**src/common/ba_cfg.svh**
```systemverilog
// Register offsets, field positions and reset values of the backward-alarm unit.
// Assumes a 32-bit AXI4-Lite register bus with byte addresses.
`ifndef BA_CFG_SVH
`define BA_CFG_SVH

`define BA_ADDR_W 8
`define BA_NUM_ALARM 4
`define BA_NUM_EVT 5

`define BA_OFS_CTRL 8'h00
`define BA_OFS_STATUS 8'h04
`define BA_OFS_IRQ_STAT 8'h08
`define BA_OFS_IRQ_MASK 8'h0C

`define BA_CTRL_SRC_LSB 0
`define BA_CTRL_SVC_LSB 2
`define BA_CTRL_W 4
`define BA_CTRL_RST 4'h0

`define BA_ST_IN_LSB 0
`define BA_ST_ALM_LSB 4
`define BA_ST_RXF_BIT 8
`define BA_ST_PIN_BIT 9
`define BA_ST_DEF_BIT 10

`define BA_IRQ_RXF_BIT 4
`define BA_MASK_RST 5'h00

`define BA_SYNC_RST 4'hF

`define BA_RESP_OKAY 2'h0
`define BA_RESP_SLVERR 2'h2

`endif

```
**src/common/ba_pkg.sv**
```systemverilog
// Types shared by the backward-alarm unit and its register bus slave.
// Assumes ba_cfg.svh is on the include path.
`include "ba_cfg.svh"

package ba_pkg;

   typedef enum logic [1:0] {SRC_EEEE, SRC_AEEE, SRC_A000, SRC_AAAA} src_mode_t;
   typedef enum logic [1:0] {SVC_IDR, SVC_IBS, SVC_IBS_MULTI} service_t;
   typedef enum logic [1:0] {SEL_EXT, SEL_AUTO, SEL_OK} src_sel_t;

   typedef struct packed {
      service_t service;
      src_mode_t src_mode;
   } alarm_cfg_t;

   typedef struct packed {
      logic [`BA_NUM_ALARM-1:0] energise;
      logic [`BA_NUM_ALARM-1:0] no_closed;
      logic [`BA_NUM_ALARM-1:0] nc_closed;
   } relay_t;

   typedef struct packed {
      logic wr;
      logic [`BA_ADDR_W-1:0] waddr;
      logic [31:0] wdata;
      logic [3:0] wstrb;
      logic rd;
      logic [`BA_ADDR_W-1:0] raddr;
   } reg_req_t;

   function automatic logic addr_hit(input logic [`BA_ADDR_W-1:0] a);
      addr_hit = (a == `BA_OFS_CTRL) || (a == `BA_OFS_STATUS) ||
                 (a == `BA_OFS_IRQ_STAT) || (a == `BA_OFS_IRQ_MASK);
   endfunction : addr_hit

endpackage : ba_pkg

```
**src/hdl/ba_sync.sv**
```systemverilog
// Two-stage synchroniser for a group of level inputs.
// Assumes the inputs are slow levels; a pulse shorter than one clock can be lost.
`timescale 1ns/1ns
`include "ba_cfg.svh"

module ba_sync
   import ba_pkg::*;
#(
   parameter int W = `BA_NUM_ALARM,
   parameter logic [W-1:0] RST_VAL = '1
)
(
   // Clock and reset
   input wire logic ref_clk,
   input wire logic rstn,
   // Levels
   input wire logic [W-1:0] d,
   output logic [W-1:0] q
);

   typedef struct packed {
      logic [W-1:0] meta;
      logic [W-1:0] stable;
   } sync_state_t;

   sync_state_t st;
   sync_state_t next_st;

   // Only the second stage is seen outside, so nothing samples a metastable value.
   always_comb
   begin
      next_st.meta = d;
      next_st.stable = st.meta;
   end

   always_ff @(posedge ref_clk or negedge rstn)
   begin
      if (!rstn)
         st <= '{meta: RST_VAL, stable: RST_VAL};
      else
         st <= next_st;
   end

   assign q = st.stable;

endmodule : ba_sync

```
**src/hdl/ba_axil_slave.sv**
```systemverilog
// AXI4-Lite slave front end: takes one write and one read at a time and hands
// them to the register file as single-cycle strobes.
// Assumes the register file answers a read combinationally in the strobe cycle.
`timescale 1ns/1ns
`include "ba_cfg.svh"

module ba_axil_slave
   import ba_pkg::*;
(
   // Clock and reset
   input wire logic ref_clk,
   input wire logic rstn,
   // Write channels
   input wire logic [`BA_ADDR_W-1:0] s_axi_awaddr,
   input wire logic s_axi_awvalid,
   output logic s_axi_awready,
   input wire logic [31:0] s_axi_wdata,
   input wire logic [3:0] s_axi_wstrb,
   input wire logic s_axi_wvalid,
   output logic s_axi_wready,
   output logic [1:0] s_axi_bresp,
   output logic s_axi_bvalid,
   input wire logic s_axi_bready,
   // Read channels
   input wire logic [`BA_ADDR_W-1:0] s_axi_araddr,
   input wire logic s_axi_arvalid,
   output logic s_axi_arready,
   output logic [31:0] s_axi_rdata,
   output logic [1:0] s_axi_rresp,
   output logic s_axi_rvalid,
   input wire logic s_axi_rready,
   // Register file side
   output reg_req_t req,
   input wire logic [31:0] rdata
);

   typedef struct packed {
      logic aw_held;
      logic [`BA_ADDR_W-1:0] awaddr;
      logic w_held;
      logic [31:0] wdata;
      logic [3:0] wstrb;
      logic bvalid;
      logic [1:0] bresp;
      logic rvalid;
      logic [31:0] rdata;
      logic [1:0] rresp;
   } axil_state_t;

   axil_state_t st;
   axil_state_t next_st;
   logic do_wr;
   logic do_rd;

   assign s_axi_awready = !st.aw_held;
   assign s_axi_wready = !st.w_held;
   assign s_axi_arready = !st.rvalid;
   assign do_wr = st.aw_held && st.w_held && !st.bvalid;
   assign do_rd = s_axi_arvalid && !st.rvalid;

   always_comb
   begin
      next_st = st;
      if (s_axi_awvalid && !st.aw_held)
      begin
         next_st.aw_held = 1'b1;
         next_st.awaddr = s_axi_awaddr;
      end
      if (s_axi_wvalid && !st.w_held)
      begin
         next_st.w_held = 1'b1;
         next_st.wdata = s_axi_wdata;
         next_st.wstrb = s_axi_wstrb;
      end
      if (do_wr)
      begin
         next_st.aw_held = 1'b0;
         next_st.w_held = 1'b0;
         next_st.bvalid = 1'b1;
         next_st.bresp = addr_hit(st.awaddr) ? `BA_RESP_OKAY : `BA_RESP_SLVERR;
      end
      else if (st.bvalid && s_axi_bready)
         next_st.bvalid = 1'b0;
      if (do_rd)
      begin
         next_st.rvalid = 1'b1;
         next_st.rdata = rdata;
         next_st.rresp = addr_hit(s_axi_araddr) ? `BA_RESP_OKAY : `BA_RESP_SLVERR;
      end
      else if (st.rvalid && s_axi_rready)
         next_st.rvalid = 1'b0;
   end

   always_ff @(posedge ref_clk or negedge rstn)
   begin
      if (!rstn)
         st <= '0;
      else
         st <= next_st;
   end

   always_comb
   begin
      req.wr = do_wr;
      req.waddr = st.awaddr;
      req.wdata = st.wdata;
      req.wstrb = st.wstrb;
      req.rd = do_rd;
      req.raddr = s_axi_araddr;
   end

   assign s_axi_bvalid = st.bvalid;
   assign s_axi_bresp = st.bresp;
   assign s_axi_rvalid = st.rvalid;
   assign s_axi_rdata = st.rdata;
   assign s_axi_rresp = st.rresp;

endmodule : ba_axil_slave

```
**src/hdl/backward_alarm_logic.sv**
```systemverilog
// Backward-alarm unit: four far-end alarm inputs, source selection per input,
// four alarm relays, a deferred summary alarm and an open-collector receive
// summary fault output, with registers and an interrupt over AXI4-Lite.
// Assumes alarm inputs and the receive-fail level arrive as slow levels.
`timescale 1ns/1ns
`include "ba_cfg.svh"

// Contract
// Each alarm output shows its normally-open contact open and normally-closed contact closed when healthy, swapped in alarm.
// Alarm relays are de-energised when healthy and energised only in alarm.
// The deferred summary alarm goes to alarm on any far-end alarm and is held energised while healthy; the code resets it de-energised.
// An alarm input at high level or floating means good and pulled to ground means fail.
// The receive summary fault pin is pulled low while a receive fault exists and released otherwise.
// Each alarm source is external, automatic from receive-fail, or forced good.
// Exactly four source combinations exist: EEEE, AEEE, A000 and AAAA.
// In intermediate-data-rate service the four channels are the four standard far-end alarms.
// In business service only alarm one is used and mirrored on the deferred alarm, unless the multidestination option keeps four.
// External wiring routes the receive summary fault and other fail outputs to the chosen alarm inputs.
// Unused alarm inputs are left unconnected, never grounded.
// Each alarm input passes a two-stage synchroniser before use.
module backward_alarm_logic
   import ba_pkg::*;
#(
   parameter int NUM_ALARM = `BA_NUM_ALARM
)
(
   // Clock and reset
   input wire logic ref_clk,
   input wire logic rstn,
   // AXI4-Lite write channels
   input wire logic [`BA_ADDR_W-1:0] s_axi_awaddr,
   input wire logic s_axi_awvalid,
   output logic s_axi_awready,
   input wire logic [31:0] s_axi_wdata,
   input wire logic [3:0] s_axi_wstrb,
   input wire logic s_axi_wvalid,
   output logic s_axi_wready,
   output logic [1:0] s_axi_bresp,
   output logic s_axi_bvalid,
   input wire logic s_axi_bready,
   // AXI4-Lite read channels
   input wire logic [`BA_ADDR_W-1:0] s_axi_araddr,
   input wire logic s_axi_arvalid,
   output logic s_axi_arready,
   output logic [31:0] s_axi_rdata,
   output logic [1:0] s_axi_rresp,
   output logic s_axi_rvalid,
   input wire logic s_axi_rready,
   // Alarm inputs, low means fail
   input wire logic [NUM_ALARM-1:0] alarm_in_n,
   // Internal receive-fail condition from the demodulator
   input wire logic rx_fail,
   // Receive summary fault open-collector pin
   input wire logic rx_fault_pin_i,
   output logic rx_fault_pin_o,
   output logic rx_fault_pin_oe,
   // Alarm relays and deferred summary alarm
   output relay_t relay,
   output logic deferred_energise,
   // Interrupt
   output logic irq
);

   typedef struct packed {
      alarm_cfg_t cfg;
      logic [`BA_NUM_EVT-1:0] irq_mask;
      logic [`BA_NUM_EVT-1:0] irq_stat;
      logic [NUM_ALARM-1:0] alarm;
      logic rx_fault;
      relay_t relay;
      logic deferred_energise;
      logic irq;
   } ba_state_t;

   ba_state_t st;
   ba_state_t next_st;
   reg_req_t req;
   logic [31:0] rdata;
   logic [NUM_ALARM-1:0] in_sync;
   logic [NUM_ALARM-1:0] ext_fail;
   logic [NUM_ALARM-1:0] raw_alarm;
   logic [NUM_ALARM-1:0] alarm;

   // Maps the source mode to the source of one channel; channel 0 is alarm one.
   function automatic src_sel_t src_sel(input src_mode_t mode, input int idx);
      src_sel = SEL_EXT;
      unique case (mode)
         SRC_EEEE: src_sel = SEL_EXT;
         SRC_AEEE: src_sel = (idx == 0) ? SEL_AUTO : SEL_EXT;
         SRC_A000: src_sel = (idx == 0) ? SEL_AUTO : SEL_OK;
         SRC_AAAA: src_sel = SEL_AUTO;
      endcase
   endfunction : src_sel

   // Applies the AXI byte strobes to an old register value.
   function automatic logic [31:0] merge(input logic [31:0] old, input logic [31:0] d,
                                         input logic [3:0] strb);
      merge = old;
      for (int b = 0; b < 4; b++)
      begin
         if (strb[b])
            merge[8*b +: 8] = d[8*b +: 8];
      end
   endfunction : merge

   ba_axil_slave u_bus (
      .ref_clk(ref_clk),
      .rstn(rstn),
      .s_axi_awaddr(s_axi_awaddr),
      .s_axi_awvalid(s_axi_awvalid),
      .s_axi_awready(s_axi_awready),
      .s_axi_wdata(s_axi_wdata),
      .s_axi_wstrb(s_axi_wstrb),
      .s_axi_wvalid(s_axi_wvalid),
      .s_axi_wready(s_axi_wready),
      .s_axi_bresp(s_axi_bresp),
      .s_axi_bvalid(s_axi_bvalid),
      .s_axi_bready(s_axi_bready),
      .s_axi_araddr(s_axi_araddr),
      .s_axi_arvalid(s_axi_arvalid),
      .s_axi_arready(s_axi_arready),
      .s_axi_rdata(s_axi_rdata),
      .s_axi_rresp(s_axi_rresp),
      .s_axi_rvalid(s_axi_rvalid),
      .s_axi_rready(s_axi_rready),
      .req(req),
      .rdata(rdata)
   );

   // Floating inputs read high, so the synchroniser also resets to good.
   ba_sync #(
      .W(NUM_ALARM),
      .RST_VAL(NUM_ALARM'(`BA_SYNC_RST))
   ) u_sync (
      .ref_clk(ref_clk),
      .rstn(rstn),
      .d(alarm_in_n),
      .q(in_sync)
   );

   assign ext_fail = ~in_sync;

   always_comb
   begin
      raw_alarm = '0;
      for (int i = 0; i < NUM_ALARM; i++)
      begin
         unique case (src_sel(st.cfg.src_mode, i))
            SEL_EXT: raw_alarm[i] = ext_fail[i];
            SEL_AUTO: raw_alarm[i] = rx_fail;
            SEL_OK: raw_alarm[i] = 1'b0;
            default: raw_alarm[i] = 1'b0;
         endcase
      end
   end

   // The service register field has a spare code; it behaves as the four-alarm service.
   always_comb
   begin
      alarm = raw_alarm;
      unique case (st.cfg.service)
         SVC_IDR: alarm = raw_alarm;
         SVC_IBS: alarm = {{(NUM_ALARM-1){1'b0}}, raw_alarm[0]};
         SVC_IBS_MULTI: alarm = raw_alarm;
         default: alarm = raw_alarm;
      endcase
   end

   always_comb
   begin
      logic [`BA_NUM_EVT-1:0] evt;
      logic [`BA_NUM_EVT-1:0] clr;
      logic [31:0] wval;
      evt = '0;
      clr = '0;
      wval = '0;
      next_st = st;
      next_st.alarm = alarm;
      next_st.rx_fault = rx_fail;
      // Relays only pull in on alarm, so a dead supply reads as normal.
      next_st.relay.energise = alarm;
      next_st.relay.no_closed = alarm;
      next_st.relay.nc_closed = ~alarm;
      // The summary is held energised while healthy, so a dead supply reads as fail.
      next_st.deferred_energise = ~(|alarm);
      evt[NUM_ALARM-1:0] = alarm & ~st.alarm;
      evt[`BA_IRQ_RXF_BIT] = rx_fail & ~st.rx_fault;
      if (req.rd && req.raddr == `BA_OFS_IRQ_STAT)
         clr = '1;
      // A new event in the clearing read cycle stays set.
      next_st.irq_stat = (st.irq_stat & ~clr) | evt;
      if (req.wr && req.waddr == `BA_OFS_CTRL)
      begin
         wval = merge({{(32-`BA_CTRL_W){1'b0}}, st.cfg}, req.wdata, req.wstrb);
         next_st.cfg.src_mode = src_mode_t'(wval[`BA_CTRL_SRC_LSB +: 2]);
         next_st.cfg.service = service_t'(wval[`BA_CTRL_SVC_LSB +: 2]);
      end
      if (req.wr && req.waddr == `BA_OFS_IRQ_MASK)
      begin
         wval = merge({{(32-`BA_NUM_EVT){1'b0}}, st.irq_mask}, req.wdata, req.wstrb);
         next_st.irq_mask = wval[`BA_NUM_EVT-1:0];
      end
      next_st.irq = |(next_st.irq_stat & next_st.irq_mask);
   end

   always_ff @(posedge ref_clk or negedge rstn)
   begin
      if (!rstn)
      begin
         st <= '0;
         st.cfg <= `BA_CTRL_RST;
         st.irq_mask <= `BA_MASK_RST;
         st.relay.nc_closed <= '1;
      end
      else
         st <= next_st;
   end

   always_comb
   begin
      rdata = '0;
      unique case (req.raddr)
         `BA_OFS_CTRL: rdata[`BA_CTRL_W-1:0] = st.cfg;
         `BA_OFS_STATUS:
         begin
            rdata[`BA_ST_IN_LSB +: NUM_ALARM] = ext_fail;
            rdata[`BA_ST_ALM_LSB +: NUM_ALARM] = st.alarm;
            rdata[`BA_ST_RXF_BIT] = st.rx_fault;
            rdata[`BA_ST_PIN_BIT] = rx_fault_pin_i;
            rdata[`BA_ST_DEF_BIT] = st.deferred_energise;
         end
         `BA_OFS_IRQ_STAT: rdata[`BA_NUM_EVT-1:0] = st.irq_stat;
         `BA_OFS_IRQ_MASK: rdata[`BA_NUM_EVT-1:0] = st.irq_mask;
         default: rdata = '0;
      endcase
   end

   // Open collector: the pin only ever sinks; the far side pulls it up.
   assign rx_fault_pin_o = 1'b0;
   assign rx_fault_pin_oe = st.rx_fault;
   assign relay = st.relay;
   assign deferred_energise = st.deferred_energise;
   assign irq = st.irq;

endmodule : backward_alarm_logic

```
**config.mk**
```make
export PLATFORM = sky130hd
export DESIGN_NAME = backward_alarm_logic
export DESIGN_NICKNAME = d
export VERILOG_FILES = /design/src/common/ba_pkg.sv /design/src/hdl/ba_sync.sv /design/src/hdl/ba_axil_slave.sv /design/src/hdl/backward_alarm_logic.sv
export VERILOG_INCLUDE_DIRS = /design/src /design/src/common
export SDC_FILE = /design/constraint.sdc
export NUM_CORES = 1
export LEC_CHECK = 0
export BUFFER_PORTS_ARGS = -buffer_cell sky130_fd_sc_hd__buf_2
export CORE_MARGIN = 3
export CORE_UTILIZATION = 43
export CTS_CLUSTER_SIZE = 25
export DETAILED_ROUTE_END_ITERATION = 16
export PLACE_DENSITY = 0.76
export SLEW_MARGIN = 0
export SYNTH_ARGS = -nofsm -noshare
export SYNTH_HDL_FRONTEND = slang
export SYNTH_SLANG_ARGS = --single-unit
```
**constraint.sdc**
```tcl
create_clock -name ref_clk -period 2.02 [get_ports ref_clk]
set_clock_uncertainty 0.1 [all_clocks]
set_input_delay 0.101 -clock ref_clk [delete_from_list [all_inputs] [get_ports ref_clk]]
set_output_delay 0.101 -clock ref_clk [all_outputs]
set_load 0.1 [all_outputs]
```
Word-level counts from Yosys, hierarchy flattened
Cells that the tools add are included.
- register bits: 96
- output and inout bits: 57
- input port bits: 65
- reduce and logical (&&, ||, !) cells: 34
- mux-type cells: 23
- eq/ne operators: 12
- bitwise operators: 11
- operators with widths (kind ; count):
    $mux W37 ; 1
    $eq A8 B4 Y1 const B ; 4
    $eq A8 B3 Y1 const B ; 2
    $logic_not A8 Y1 ; 2
    $pmux W4 S4 ; 1
    $mux W5 ; 3
    $not A4 Y4 ; 3
    $and A5 B5 Y5 ; 2
    $logic_and A1 B1 Y1 ; 10
    $mux W9 ; 1
    $eq A2 B1 Y1 const B ; 4
    $pmux W1 S2 ; 4
    $reduce_bool A2 Y1 ; 4
    $logic_not A2 Y1 ; 3
    $logic_or A1 B1 Y1 ; 6
    $mux W1 ; 6
    $mux W6 ; 1
    $pmux W2 S3 ; 1
    $not A5 Y5 ; 1
    $or A5 B5 Y5 ; 1
    $reduce_or A5 Y1 ; 1
    $and A4 B4 Y4 ; 1
    $eq A2 B2 Y1 const B ; 2
    $logic_not A1 Y1 ; 4
    other kinds (10) ; 12

Logic depth before layout (Yosys ltp)
- depth in word-level cells: 10
- gate-level depth with buffers: 6
- mapped depth without buffers: 5

Hierarchy
From an unflattened synthesis, not the netlist that was laid out.
- cells, all modules: 414
- area total of the unflattened synthesis: 5579.1 um^2
- by module, submodules not included (module ; area an instance (um^2) ; cells an instance ; times used):
    ba_axil_slave ; 4040.1 ; 281 ; 1
    backward_alarm_logic ; 1328.8 ; 125 ; 1
    ba_sync ; 210.2 ; 8 ; 1

Worst setup path after synthesis
OpenSTA, ideal clock, no wires.
- path kind: reg-to-reg
- start point: register u_bus.st, in the netlist u_bus.s_axi_rvalid
- end point: register u_bus.st, in the netlist u_bus.s_axi_rvalid
- path slack: -0.499 ns
- cell stages (with the launch flop): 5
- library setup time: 0.163 ns
- arrival: 2.256 ns
- buffers on the path: 1
- data required time: 1.757 ns
- cell sequence: dfrtp_1 inv_1 nand2_1 clkbuf_1 o21ai_0
- longest elaborated chain between the ends: 3
- elaborated cells on any way between the ends: 5
- ends and longest elaborated chain (item ; line ; RTL):
    start, declared ; ba_axil_slave.sv:50 ; axil_state_t st;
    start signal, assigned ; ba_axil_slave.sv:99 ; st <= next_st;
    $logic_not A1 Y1 * ; - ;
    named net s_axi_arready ; backward_alarm_logic.sv:44 ; output logic s_axi_arready,
    $logic_and A1 B1 Y1 * ; ba_axil_slave.sv:59 ; assign do_rd = s_axi_arvalid && !st.rvalid;
    $mux W1 or $reduce_bool A2 Y1 (tied branches) ; - ;
The timed path passes the listed nets; every way through them passes the cells marked *.
A chain may end at the register's enable or synchronous reset.

==> impl_metrics.py <==
metrics = {
    "power_and_ir_drop": {
        "p_leak_nw": 1.75,
        "p_sw_mw": 1.98,
        "pwr-share-clk_pct": 25.6,
        "combPwrFrac_pct": 36.5,
        "internal_power_mw": 2.71,
        "power_frac_seq_pct": 37.8,
        "powerDensity_nw_per_um2": 1340,
        "p_sw_share_pct": 42.2,
        "peakVddDrop_mv": 0.790,
        "finalPower_mw": 4.70,
    },
    "worst_setup_path": {
        "startpoint_type": "flip-flop",
        "crit_required_ns": 2.14,
        "crit_path_start": "u_bus.req[51]",
        "crit_type": "flip-flop to flip-flop",
        "cp_cell_sequence": "or4_4, nor4_4, buf_6, mux2_4, a222oi_1, nand2_1",
        "worst_path_max_delay_cell": "or4_4",
        "rr_startpoint": "u_bus.req[51]",
        "arrival_ns": 2.30,
        "worstSetupEndpointType": "flip-flop",
        "cp_slowest_stage_delay_ns": 0.56,
        "cp_max_fo": 5,
    },
    "place": {
        "globalplace.congestion": 0.812,
        "dpl.hpwl_mm": 3.95,
        "dp_cells": 338,
        "pre_cts_ws_ns": -0.251,
        "placed_area_um2": 3020,
        "place.port_buffers": 67,
    },
    "timing": {
        "fin_ws_ns": -0.161,
        "worst_pin_slew_ns": 0.607,
        "slew_violations": 0,
        "final.min_clock_period_ns": 2.18,
        "rsz0062_at_grt": "true",
        "fin_tns_setup_ns": -0.161,
        "clock.fmax_mhz": 458,
        "slew_headroom_pct": 59.4,
        "final-hold-violation-count": 0,
        "period_share_pct": 108,
        "setup_violations": 1,
    },
    "synthesis": {
        "synth_seq_cells": 64,
        "synth.avg_cell_area_um2": 12.7,
        "yosysWarnings": 0,
        "syn_inst": 223,
        "yosysUniqueCellTypes": 28,
        "ys_seq_area_share_pct": 57.1,
        "synth_area_um2": 2830,
    },
    "clock_tree": {
        "insertion_delay_ns": 0.34,
        "clock_sinks": 64,
        "cts_tree": "built",
        "numCtsBuffers": 9,
        "cts_root_buf": "clkbuf_8",
        "clockBufferDepth": 2,
        "clk_pin_slew_worst_paths_ns": 0.07,
        "h-tree-depth": 3,
    },
    "global_route": {
        "gr-total-overflow": 0,
        "grt_max_degree": 39,
        "use_met3_pct": 4.73,
        "use_met2_pct": 24.3,
        "grt_use_total_pct": 15.7,
        "antenna_found_initial": 0,
        "busiest_layer": "met2",
        "met1_usage_pct": 20.0,
        "grt_pass1_vias": 1859,
        "grt_pass1_wl_mm": 9.00,
    },
    "route": {
        "detail-route-antenna-nets": 0,
        "routed_wl_mm": 5.65,
        "num_vias": 1831,
        "avgViaCountPerCell": 4.82,
        "drc": 0,
        "dr.pass1.iters": 4,
        "drt-initial-drc-count": 102,
        "avgRoutedWirePerCell_um": 14.9,
    },
    "finish": {
        "drive_gt1_share_pct": 44.6,
        "final_area_um2": 3510,
        "fillers": 514,
        "syn2layout_area_growth_pct": 23.9,
        "finalNetCount": 365,
        "antenna_cells": 0,
        "finalNonFillerCells": 380,
    },
    "floorplan": {
        "fp.dieW_um": 87.1,
        "coreArea_um2": 6130,
        "placementRows": 28,
        "dieArea_um2": 7590,
        "die_h_um": 87.1,
        "start_util_pct": 46.1,
        "io_pins": 122,
    },
    "hold_path": {
        "hold_start": "s_axi_arvalid",
        "min_path_type": "input port to flip-flop",
    },
    "run_status": {
        "violations": "setup timing",
        "outcome": "finished, violations left",
    },
    "flow_run": {
        "cap_violations": 0,
    },
}
## synthesized netlist by cell type
cell | number | share of area [%]
dfrtp_1 | 52 | 46
buf_4 | 49 | 13
mux2_2 | 24 | 9.6
a22o_1 | 13 | 4.0
inv_1 | 13 | 1.7
nor2_1 | 13 | 1.7
dfstp_2 | 12 | 11
clkbuf_1 | 7 | 0.93
o21ai_0 | 6 | 1.1
mux4_2 | 4 | 3.2
nand2_1 | 4 | 0.53
nor2b_1 | 4 | 0.88
o2bb2ai_1 | 4 | 1.2
and3_1 | 2 | 0.44
nand4_1 | 2 | 0.44
nor4_1 | 2 | 0.44
a222oi_1 | 1 | 0.35
a22oi_1 | 1 | 0.27
and3b_1 | 1 | 0.31
conb_1 | 1 | 0.13
mux2i_1 | 1 | 0.35
nand2b_1 | 1 | 0.22
nand3_1 | 1 | 0.18
nand4b_1 | 1 | 0.31
nor3_1 | 1 | 0.18
nor4_4 | 1 | 0.75
or2_2 | 1 | 0.22
or4_4 | 1 | 0.40
## layout by cell type, fill, tap and decap left out, drive strengths merged
master	count
nand4	2
or2	1
and3	2
nand2b	1
nor2	13
nor2b	4
clkbuf	10
dfstp	12
dlygate4sd3	25
nor3	1
inv	12
bufinv	2
mux2i	1
and3b	1
o2bb2ai	4
clkinvlp	2
mux4	4
buf	74
clkinv	3
nand2	4
nor4	3
mux2	24
dfrtp	52
nand3	1
a22oi	1
nand4b	1
or4	1
a222oi	1
o21ai	6
conb	24
a22o	13
## worst max-delay path, delay by kind of cell, from the launching register on
kind                   cells  cell delay [ns]
flip-flops                 1             0.38
multiplexers               1             0.30
AO/OA/AOI/OAI              1             0.30
AND/OR/NAND/NOR            3             0.82
buffers and inverters      1             0.16
## per-layer routing
metal,share of wire (%),routed length (µm),up-vias
li1,-,-,843
met1,43,2410,892
met2,48,2690,80
met3,7.2,407,16
met4,2.4,138,0
met5,0,0,-
## power by group through the flow
stage / Sequential, mW / Clock (mW) / Combinational [mW]
3_3_place_gp: 1.77 / 0 / 1.63
6_report: 1.78 / 1.20 / 1.72
4_1_cts: 1.77 / 1.23 / 1.72
2_1_floorplan: 1.86 / 0 / 1.40
5_1_grt: 1.81 / 1.29 / 1.80
3_5_place_dp: 1.79 / 0 / 1.66
## final timing paths
path | to | slack (ns) | cells after the start
max | irq | -0.16 | 6
min | u_bus.s_axi_rresp[1] | 0.09 | 4
min reg2reg | u_sync.q[0] | 0.26 | 0
max in group asynchronous | u_bus.s_axi_rdata[0] | 0.91 | 4
max reg2reg | irq | -0.16 | 6
min in group asynchronous | u_bus.req[46] | 0.18 | 2
## final cells by class
cell class / count / area (µm²) / share of cell area, %
timing repair buffer: 99 / 654 / 18.7
multi-input combinational: 113 / 863 / 24.6
tap: 75 / 93.8 / 2.68
sequential: 64 / 1620 / 46.3
clock inverter: 6 / 82.6 / 2.36
inverter: 13 / 52.6 / 1.50
clock buffer: 10 / 138 / 3.93
## per-stage QoR
stage | utilization, % | hold slack (ns)
global route | 57.2 | 0.135
finish | 57.2 | 0.0902
CTS | 57.1 | 0.0711
detailed placement | 49.3 | 0.00294
global placement | 49.3 | -0.00521
floorplan | - | -0.295
## kinds of logic (layout without fill, tap and decap cells)
family | after synthesis | in the layout | synth area share, %
flops | 64 | 64 | 57.1
mux | 29 | 29 | 13.1
buf+inv | 69 | 128 | 15.7
simple gates | 35 | 35 | 7.03
other cells | 1 | 24 | 0.133
compound gates | 25 | 25 | 6.94
## what timing repair did
action                                 4_1_cts  5_1_grt
endpoints found under the hold margin       47        0
pin swaps                                    4        1
setup buffers                                1        0
setup endpoints to repair                    1        1
cloned                                       0        0
resized for setup                            0        1
hold buffers                                25        0
## flip-flops by register name, indices dropped and copies added (netlist names), 2 cells and up
signal and flops:
u_bus.req 14, u_sync.q 4, u_bus.s_axi_rdata 11, relay 8
st 14, u_sync.next_st 4, u_bus.st 2
Power figures use the tool's default switching activity.
